$ cat src/frc_pkg.sv
// Constants and register map of the free-running 16-bit timer counter
//
// Functional notes
// - Sixteen-bit up counter, stops only in halt, fed by a prescaler of 2, 4 or 8.
// - Any write to either low byte register loads the counter with fffc; data ignored.
// - Alternate pair reads the same count; its low byte never clears overflow.
// - High byte read first captures the low byte; held until the low byte is read.
// - Low byte read outside a sequence returns the live low byte.
// - Wrap from ffff to 0000 sets the overflow flag in every mode.
// - Interrupt when flag, enable and clear cpu mask; otherwise it stays pending.
// - Flag clears after status read while set, then a main low byte access.
// - Counter, prescaler and flags keep running during wait state.
// - Halt freezes the count; interrupt wake resumes, reset wake restarts.
// - Both clock select bits high clock the counter from the external pin.
// - Edge select bit picks rising or falling external edge.
// - External clock counting is synchronised to the cpu clock.
// - A missing external pin reads internally as constant one.
package frc_pkg;

	// ****************************************
	// Register byte addresses
	// ****************************************
	localparam int FRC_ADDR_W = 5;
	localparam logic [4:0] FRC_OFS_CNT_HI = 5'h00;
	localparam logic [4:0] FRC_OFS_CNT_LO = 5'h04;
	localparam logic [4:0] FRC_OFS_ALT_HI = 5'h08;
	localparam logic [4:0] FRC_OFS_ALT_LO = 5'h0c;
	localparam logic [4:0] FRC_OFS_STATUS = 5'h10;
	localparam logic [4:0] FRC_OFS_CTRL1 = 5'h14;
	localparam logic [4:0] FRC_OFS_CTRL2 = 5'h18;

	// ****************************************
	// Field positions
	// ****************************************
	localparam int FRC_ST_TOF_BIT = 0;
	localparam int FRC_C1_OVERFLOW_IRQ_ENABLE_BIT = 0;
	localparam int FRC_C2_CS0_BIT = 0;
	localparam int FRC_C2_CS1_BIT = 1;
	localparam int FRC_C2_EDGE_BIT = 2;

	// ****************************************
	// Reset and load values
	// ****************************************
	localparam logic [15:0] FRC_CNT_RESET = 16'hfffc;
	localparam logic [15:0] FRC_CNT_LOAD = 16'hfffc;
	localparam logic [15:0] FRC_CNT_MAX = 16'hffff;
	localparam logic [2:0] FRC_CTRL2_RESET = 3'h0;

	// ****************************************
	// Clock select codes and prescaler masks
	// ****************************************
	typedef enum logic [1:0] {
		FRC_CS_DIV2 = 2'h0,
		FRC_CS_DIV4 = 2'h1,
		FRC_CS_DIV8 = 2'h2,
		FRC_CS_EXT = 2'h3
	} frc_clksel_type;
	localparam logic [2:0] FRC_MASK_DIV2 = 3'h1;
	localparam logic [2:0] FRC_MASK_DIV4 = 3'h3;
	localparam logic [2:0] FRC_MASK_DIV8 = 3'h7;

endpackage

$ cat src/frc_readbuf.sv
// Low byte buffer for high-byte-first two-byte counter reads
`timescale 1ns/1ps
`default_nettype none
module frc_readbuf (
	// Clock and reset
	input wire logic clk,
	input wire logic rst_b,
	// Access strobes
	input wire logic rd_high,
	input wire logic rd_low,
	// Live count
	input wire logic [15:0] count,
	// Low byte answer
	output logic [7:0] low_byte
);
	import frc_pkg::*;

	logic held_r;
	logic [7:0] low_hold_r;

	// Capture on first high read, release on low read
	always_ff @(posedge clk or negedge rst_b) begin
		if (!rst_b) begin
			held_r <= 1'b0;
			low_hold_r <= 8'h00;
		end else if (rd_low) begin
			held_r <= 1'b0;
		end else if (rd_high && !held_r) begin
			held_r <= 1'b1;
			low_hold_r <= count[7:0];
		end
	end

	// Held byte inside a sequence, live byte otherwise
	assign low_byte = held_r ? low_hold_r : count[7:0];

endmodule
`default_nettype wire

$ cat src/frc_tick.sv
// Prescaler and external clock edge detector producing the counter tick
`timescale 1ns/1ps
`default_nettype none
module frc_tick #(
	parameter bit EXT_PIN_PRESENT = 1'b1
) (
	// Clock and reset
	input wire logic clk,
	input wire logic rst_b,
	// Control
	input wire frc_pkg::frc_clksel_type clk_sel,
	input wire logic ext_clock_edge_select,
	input wire logic halt_mode,
	// External pin
	input wire logic ext_clock_pin,
	// Tick out
	output logic tick
);
	import frc_pkg::*;

	logic [2:0] presc_r;
	logic sync1_r;
	logic sync2_r;
	logic sync3_r;
	logic [2:0] prime_r;
	logic pin_in;
	logic ext_edge;

	// Division mask per clock select
	function automatic logic [2:0] presc_mask(input frc_clksel_type sel);
		unique case (sel)
			FRC_CS_DIV2: presc_mask = FRC_MASK_DIV2;
			FRC_CS_DIV4: presc_mask = FRC_MASK_DIV4;
			FRC_CS_DIV8: presc_mask = FRC_MASK_DIV8;
			FRC_CS_EXT: presc_mask = FRC_MASK_DIV8;
		endcase
	endfunction

	// Absent pin is a constant one
	assign pin_in = EXT_PIN_PRESENT ? ext_clock_pin : 1'b1;

	// Two-flop synchroniser, third flop for edge detection
	always_ff @(posedge clk or negedge rst_b) begin
		if (!rst_b) begin
			sync1_r <= 1'b1;
			sync2_r <= 1'b1;
			sync3_r <= 1'b1;
		end else begin
			sync1_r <= pin_in;
			sync2_r <= sync1_r;
			sync3_r <= sync2_r;
		end
	end

	// Edge history trusted only once real pin samples reach the third flop
	always_ff @(posedge clk or negedge rst_b) begin
		if (!rst_b) begin
			prime_r <= 3'h0;
		end else begin
			prime_r <= {prime_r[1:0], 1'b1};
		end
	end

	// Selected edge; source is slow enough to see every edge
	assign ext_edge = prime_r[2] & (ext_clock_edge_select ? (sync3_r & ~sync2_r) : (sync2_r & ~sync3_r));

	// Free-running prescaler, frozen only in halt
	always_ff @(posedge clk or negedge rst_b) begin
		if (!rst_b) begin
			presc_r <= 3'h0;
		end else if (!halt_mode) begin
			presc_r <= presc_r + 3'h1;
		end
	end

	// Tick selection
	always_comb begin
		if (halt_mode) begin
			tick = 1'b0;
		end else if (clk_sel == FRC_CS_EXT) begin
			tick = ext_edge;
		end else begin
			tick = (presc_r & presc_mask(clk_sel)) == presc_mask(clk_sel);
		end
	end

endmodule
`default_nettype wire

$ cat src/frc_top.sv
// Free-running 16-bit timer counter with Avalon-MM register slave
`timescale 1ns/1ps
`default_nettype none
module frc_top #(
	parameter bit EXT_PIN_PRESENT = 1'b1
) (
	// Clock and reset
	input wire logic clk,
	input wire logic rst_b,
	// Avalon-MM slave
	input wire logic [frc_pkg::FRC_ADDR_W-1:0] avs_address,
	input wire logic avs_read,
	input wire logic avs_write,
	input wire logic [31:0] avs_writedata,
	input wire logic [3:0] avs_byteenable,
	output logic [31:0] avs_readdata,
	output logic avs_waitrequest,
	// CPU state
	input wire logic cpu_int_mask,
	input wire logic halt_mode,
	// External clock pin
	input wire logic ext_clock_pin,
	// Interrupt request
	output logic timer_irq
);
	import frc_pkg::*;

	// ****************************************
	// Declarations
	// ****************************************
	logic [15:0] count_r;
	logic [15:0] count_nxt;
	logic timer_overflow_flag_r;
	logic clear_armed_r;
	logic overflow_irq_enable_r;
	logic [2:0] timer_control_two_r;
	logic [31:0] readdata_r;
	logic waitrequest_r;
	logic irq_r;
	logic tick;
	logic wrap;
	logic accept;
	logic rd_acc;
	logic wr_acc;
	logic hit_cnt_hi;
	logic hit_cnt_lo;
	logic hit_alt_hi;
	logic hit_alt_lo;
	logic hit_status;
	logic hit_ctrl1;
	logic hit_ctrl2;
	logic low_access;
	logic [7:0] low_byte;
	logic [31:0] rd_mux;
	frc_clksel_type clk_sel;

	// Byte-lane zero extended to a word
	function automatic logic [31:0] byte_word(input logic [7:0] b);
		byte_word = {24'h000000, b};
	endfunction

	// ****************************************
	// Bus handshake
	// ****************************************

	// Request taken while waitrequest is high
	assign accept = (avs_read | avs_write) & waitrequest_r;
	assign rd_acc = accept & avs_read;
	assign wr_acc = accept & avs_write;

	// Address decode
	assign hit_cnt_hi = avs_address == FRC_OFS_CNT_HI;
	assign hit_cnt_lo = avs_address == FRC_OFS_CNT_LO;
	assign hit_alt_hi = avs_address == FRC_OFS_ALT_HI;
	assign hit_alt_lo = avs_address == FRC_OFS_ALT_LO;
	assign hit_status = avs_address == FRC_OFS_STATUS;
	assign hit_ctrl1 = avs_address == FRC_OFS_CTRL1;
	assign hit_ctrl2 = avs_address == FRC_OFS_CTRL2;

	// One-cycle low pulse of waitrequest after each taken request
	always_ff @(posedge clk or negedge rst_b) begin
		if (!rst_b) begin
			waitrequest_r <= 1'b1;
		end else begin
			waitrequest_r <= ~accept;
		end
	end

	// ****************************************
	// Control registers
	// ****************************************

	// Overflow interrupt enable
	always_ff @(posedge clk or negedge rst_b) begin
		if (!rst_b) begin
			overflow_irq_enable_r <= 1'b0;
		end else if (wr_acc && hit_ctrl1 && avs_byteenable[0]) begin
			overflow_irq_enable_r <= avs_writedata[FRC_C1_OVERFLOW_IRQ_ENABLE_BIT];
		end
	end

	// Clock select and edge select
	always_ff @(posedge clk or negedge rst_b) begin
		if (!rst_b) begin
			timer_control_two_r <= FRC_CTRL2_RESET;
		end else if (wr_acc && hit_ctrl2 && avs_byteenable[0]) begin
			timer_control_two_r <= avs_writedata[2:0];
		end
	end

	// Clock select field decode
	assign clk_sel = frc_clksel_type'({timer_control_two_r[FRC_C2_CS1_BIT],
		timer_control_two_r[FRC_C2_CS0_BIT]});

	// ****************************************
	// Counter clocking
	// ****************************************

	// Prescaler and external edge source; wait state has no input here
	frc_tick #(
		.EXT_PIN_PRESENT(EXT_PIN_PRESENT)
	) u_tick (
		.clk(clk),
		.rst_b(rst_b),
		.clk_sel(clk_sel),
		.ext_clock_edge_select(timer_control_two_r[FRC_C2_EDGE_BIT]),
		.halt_mode(halt_mode),
		.ext_clock_pin(ext_clock_pin),
		.tick(tick)
	);

	// ****************************************
	// Free-running counter
	// ****************************************

	// Wrap detection
	assign wrap = tick & (count_r == FRC_CNT_MAX);

	// Any write to either low byte register
	always_comb begin
		if (wr_acc && (hit_cnt_lo || hit_alt_lo)) begin
			count_nxt = FRC_CNT_LOAD;
		end else if (tick) begin
			count_nxt = count_r + 16'h0001;
		end else begin
			count_nxt = count_r;
		end
	end

	// Count register; reset restarts from the reset count
	always_ff @(posedge clk or negedge rst_b) begin
		if (!rst_b) begin
			count_r <= FRC_CNT_RESET;
		end else begin
			count_r <= count_nxt;
		end
	end

	// ****************************************
	// Two-byte read buffering
	// ****************************************

	// Shared by main and alternate pairs
	frc_readbuf u_readbuf (
		.clk(clk),
		.rst_b(rst_b),
		.rd_high(rd_acc & (hit_cnt_hi | hit_alt_hi)),
		.rd_low(rd_acc & (hit_cnt_lo | hit_alt_lo)),
		.count(count_r),
		.low_byte(low_byte)
	);

	// ****************************************
	// Overflow flag and two-step clear
	// ****************************************

	// Only the main low byte takes part in clearing
	assign low_access = accept & hit_cnt_lo;

	// Status read while set arms the clear
	always_ff @(posedge clk or negedge rst_b) begin
		if (!rst_b) begin
			clear_armed_r <= 1'b0;
		end else if (low_access) begin
			clear_armed_r <= 1'b0;
		end else if (rd_acc && hit_status && timer_overflow_flag_r) begin
			clear_armed_r <= 1'b1;
		end
	end

	// Set wins over a clear in the same cycle
	always_ff @(posedge clk or negedge rst_b) begin
		if (!rst_b) begin
			timer_overflow_flag_r <= 1'b0;
		end else if (wrap) begin
			timer_overflow_flag_r <= 1'b1;
		end else if (low_access && clear_armed_r) begin
			timer_overflow_flag_r <= 1'b0;
		end
	end

	// ****************************************
	// Interrupt request
	// ****************************************

	// Pending flag issued once both enables hold
	always_ff @(posedge clk or negedge rst_b) begin
		if (!rst_b) begin
			irq_r <= 1'b0;
		end else begin
			irq_r <= timer_overflow_flag_r & overflow_irq_enable_r & ~cpu_int_mask;
		end
	end

	// ****************************************
	// Read data
	// ****************************************

	// Register read multiplexer, unmapped reads zero
	always_comb begin
		rd_mux = 32'h00000000;
		if (hit_cnt_hi || hit_alt_hi) begin
			rd_mux = byte_word(count_r[15:8]);
		end else if (hit_cnt_lo || hit_alt_lo) begin
			rd_mux = byte_word(low_byte);
		end else if (hit_status) begin
			rd_mux[FRC_ST_TOF_BIT] = timer_overflow_flag_r;
		end else if (hit_ctrl1) begin
			rd_mux[FRC_C1_OVERFLOW_IRQ_ENABLE_BIT] = overflow_irq_enable_r;
		end else if (hit_ctrl2) begin
			rd_mux = {29'h00000000, timer_control_two_r};
		end
	end

	// Read data captured at the taking edge
	always_ff @(posedge clk or negedge rst_b) begin
		if (!rst_b) begin
			readdata_r <= 32'h00000000;
		end else if (rd_acc) begin
			readdata_r <= rd_mux;
		end
	end

	// ****************************************
	// Outputs
	// ****************************************

	// Flop-driven ports
	assign avs_readdata = readdata_r;
	assign avs_waitrequest = waitrequest_r;
	assign timer_irq = irq_r;

endmodule
`default_nettype wire

$ cat config.mk
export PLATFORM = sky130hd
export DESIGN_NAME = frc_top
export DESIGN_NICKNAME = d
export VERILOG_FILES = /design/src/frc_pkg.sv /design/src/frc_readbuf.sv /design/src/frc_tick.sv /design/src/frc_top.sv
export SDC_FILE = /design/constraint.sdc
export NUM_CORES = 1
export LEC_CHECK = 0
export BUFFER_PORTS_ARGS = -buffer_cell sky130_fd_sc_hd__clkbuf_2
export CAP_MARGIN = 20
export CORE_MARGIN = 2
export CORE_UTILIZATION = 52
export DETAILED_ROUTE_END_ITERATION = 12
export PLACE_DENSITY = 0.8
export SLEW_MARGIN = 20
export SYNTH_ARGS = -nofsm -noshare
export SYNTH_HDL_FRONTEND = slang
export SYNTH_SLANG_ARGS = --single-unit
$ cat constraint.sdc
create_clock -name clk -period 2.4 [get_ports clk]
set_clock_uncertainty 0.05 [all_clocks]
set_input_delay 0.24 -clock clk [delete_from_list [all_inputs] [get_ports clk]]
set_output_delay 0.24 -clock clk [all_outputs]
set_load 0.005 [all_outputs]
==> implementation parameters <==
Parameter                              Value

Run status
  Outcome ... finished, final reports clean

Timing
  Top achievable clock speed ... 466 MHz
  Final hold viol count ... 0
  Normalized max-slew margin ... 50.0%
  Final critical path time including I/O delays and setup ... ~2.1 ns
  Setup Viol. Count Final ... 0
  Share of the cycle needed by the critical path after routing ... between 80% and 90%
  Unrepaired setup endpoints after global routing ... false
  Worst Max-Slew Pin Slew ... 0.750 ns
  Sum of negative setup slack ... 0 ns
  Final Hold Slack ... 0.0182 ns
  Count of pins over their slew limit ... 0

Die
  Die extent in x ... about 77 µm
  Core Box Area ... 0.00514 mm²
  Die Y ... a little under 80 µm
  I/O pin cnt ... 82
  Die area ... 0.00598 mm²
  Standard-cell row count ... 26
  Starting Density ... 54.4%

Logic synthesis
  Mux contribution to synthesized area ... 13.0%
  Mean cell area of the mapped netlist ... 10.4 µm²
  Register bit count reported by yosys ... 50
  Synth Area in Compound Gates ... 10.1%
  Largest family of logic cells by synthesized area ... simple AND/OR/NAND/NOR gates
  Sequential cell area fraction in the yosys report ... a little under half
  Predominant post-synthesis flop cell ... sky130_fd_sc_hd__dfrtp_1
  Post-Synth Simple-Gate Area ... 19.9%
  Total standard cell area after synthesis ... 0.00279 mm²
  Area share of the leading cell type in the synthesized netlist ... 28.7%
  Proportion of register bits with asynchronous set or reset after synthesis ... 100%
  Yosys warnings ... 0
  Leading post-synthesis cells by cell area ... sky130_fd_sc_hd__dfrtp_1 (29%), sky130_fd_sc_hd__dfstp_2 (17%), sky130_fd_sc_hd__buf_4 (7.0%)
  Leading area contributor after synthesis ... sky130_fd_sc_hd__dfrtp_1
  Fraction of the mapped netlist area in adder cells ... ~1.8%
  Number of unique standard cell types used by synthesis ... 47
  EDFF count, synth ... 0
  Parity-gate share of the synthesized area counting xor and xnor cells ... less than 1%
  Synthesized instance count ... 268

Clocking
  Cts repair resizes ... 0
  TritonCTS clock tree ... built
  Cts bufs inserted ... 5
  Clock insertion delay at the later pin of the skew report ... between 0.3 and 0.4 ns
  Clock-pin slew of the registers on the worst-case setup and hold paths ... 0.10 ns
  CTS sink count ... 50
  Clock root buffer master ... sky130_fd_sc_hd__clkbuf_8
  Maximum count of clock buffers along a single path ... 2
  CTS H-tree depth ... 2

Finish
  Filler cell count ... 456
  Proportion of layout cells with a drive suffix above 1 ... 25.8%
  Number of cells in the finished layout apart from fillers ... 365
  Inserted Diodes ... 0
  Synth-to-Final Area Change ... 8.24%
  Net count of the finished layout ... between 300 and 400

Placement
  Number of buffers inserted by port buffering ... 25
  HPWL after DPL ... between 3 and 4 mm
  Placer congestion estimate ... 0.852
  Cell Count Post-Placement ... 355

Power and ir drop
  Design internal power ... 1.79 mW
  Lkg Pwr ... 1.30 nW
  Sw Share ... 32.2%
  Total Power Consumption ... 2.64 mW
  Clk pwr share ... 22.5%
  Combinational fraction of design power ... between 20% and 30%
  Relative contribution of sequential cells to total power ... between 50% and 60%
  Peak supply drop ... 0.373 mV
  PD cells ... 871 mW/mm²
  Switching component of the power ... approximately 0.85 mW

Route
  Vias per Instance ... 5.50
  Violation count after the first detailed-route iteration ... 101
  Final routed wirelength across all metal layers ... 5.43 mm
  Post-detailed-route wirelength per cell ... 14.9 µm
  Routed Antenna Nets ... 0
  Total via count in the routed design ... approximately 2000
  Number of detailed-route iterations in the first pass ... 4
  Drt drc ... 0

Global route
  GRT Total Usage ... 20.0%
  Overflow left after global routing ... 0
  Pin count of the biggest net entering global routing ... 31
  Wire length of the first global-routing pass ... 9.51 mm
  Initial antenna violation count ... 0
  Via count of the first global-routing pass ... 2041

Min path
  Kind of path behind the tightest hold check ... in2reg

Setup path
  Class of the most critical setup path ... reg2reg
  Worst EP arrival ... roughly 2.3 ns
  Largest fanout on the critical path ... 7
  CP startpoint kind ... flop
  Endpoint required time on the critical path ... 2.59 ns
  Category of the worst setup path capture point ... flop

Flow run
  Maximum capacitance violations ... 0
[cell families (layout without fill, tap and decap cells)]
group / after synthesis / after routing
adder cells (fa/ha/maj): 4 / 4
AND/OR/NAND/NOR: 97 / 97
other: 2 / 25
XOR/XNOR: 2 / 2
multiplexers: 34 / 34
buffers and inverters: 38 / 42
AO/OA/AOI/OAI: 41 / 41
flip-flops: 50 / 50
[worst max-delay path, cell delays in order (launching register included)]
cell	delay [ns]
sky130_fd_sc_hd__dfrtp_1	0.44
sky130_fd_sc_hd__ha_1	0.24
sky130_fd_sc_hd__nor3b_1	0.34
sky130_fd_sc_hd__o211ai_1	0.35
sky130_fd_sc_hd__a211oi_1	0.41
sky130_fd_sc_hd__mux2i_1	0.23
[placed cells by master, fill, tap and decap left out, drive strengths merged, types with 4 or more instances in the layout]
cell,n
nor2b,13
conb,25
mux2,18
nand3,11
buf,5
ha,4
mux2i,16
dfstp,18
nor2,30
nor3,4
o21ai,7
clkbuf,31
dfrtp,32
nand3b,4
nand2,13
nor3b,4
a21oi,15
a221oi,5
[per-stage QoR]
stage / util (%) / setup slack (ns) / cell area, µm²
detailed placement: 56.3 / 0.399 / 2890
global route: 58.8 / 0.115 / 3020
global placement: 56.3 / 0.405 / 2890
finish: 58.8 / 0.256 / 3020
floorplan: - / 0.579 / 2880
CTS: 58.8 / 0.288 / 3020
[power by group through the flow]
stage                     clock network, mW  logic [mW]  registers, mW
after global routing                  0.637       0.739           1.44
after floorplan                           0       0.561           1.30
final                                 0.594       0.648           1.39
after CTS                             0.603       0.656           1.39
after global placement                    0       0.618           1.38
after detailed placement                  0       0.651           1.40
[per-layer routing]
layer,up-vias,GRT usage [%],wire length [µm]
met5,-,0,0
met4,0,8.75,90
met2,57,32.9,2700
met1,997,25.2,2400
li1,946,-,-
met3,7,4.47,238
[final cells by class]
type                       instances  area (µm²)  area share [%]
clock buffer                       6        72.6            2.40
clock inverter                     2        37.5            1.24
inverter                           2        7.51           0.248
multi-input combinational        203        1360            45.1
sequential                        50        1270            42.1
tap                               70        87.6            2.90
timing repair buffer              32         183            6.04
[path summary, 6_finish.rpt]
kind / slack [ns] / to / cells past startpoint / from
setup / recovery: 0.26 / count_r[12] / 5 / timer_control_two_r[0]
hold / removal: 0.02 / timer_irq / 2 / cpu_int_mask
setup reg to reg: 0.26 / count_r[12] / 5 / timer_control_two_r[0]
hold reg to reg: 0.31 / u_tick.prime_r[2] / 0 / u_tick.prime_r[1]
max in group asynchronous: 1.07 / count_r[9] / 3 / rst_b
min in group asynchronous: 0.47 / u_tick.presc_r[2] / 2 / rst_b
[sequential cells by signal, summed over array words and instances (netlist names)]
name and cells:
u_tick.sync3_r 1, timer_irq 1, count_r 16, timer_control_two_r 3, u_tick.sync1_r 1, avs_waitrequest 1
u_tick.prime_r 3, clear_armed_r 1, timer_overflow_flag_r 1, avs_readdata 8, u_readbuf.held_r 1, overflow_irq_enable_r 1
u_tick.sync2_r 1, u_tick.presc_r 3, u_readbuf.low_hold_r 8
[cell usage after synthesis, drive strengths merged, types with 5 or more instances]
| library cell | n |
|---|---|
| dfrtp | 32 |
| buf | 30 |
| nor2 | 30 |
| dfstp | 18 |
| mux2 | 18 |
| mux2i | 16 |
| a21oi | 15 |
| nand2 | 13 |
| nor2b | 13 |
| nand3 | 11 |
| o21ai | 7 |
| clkbuf | 6 |
| a221oi | 5 |
[repair_timing]
| item | CTS | global route |
|---|---|---|
| setup buffers | 0 | 0 |
| hold endpoints to repair | 25 | 0 |
| hold buffers | 2 | 0 |
Note: power is estimated with default switching activity, not from simulation.
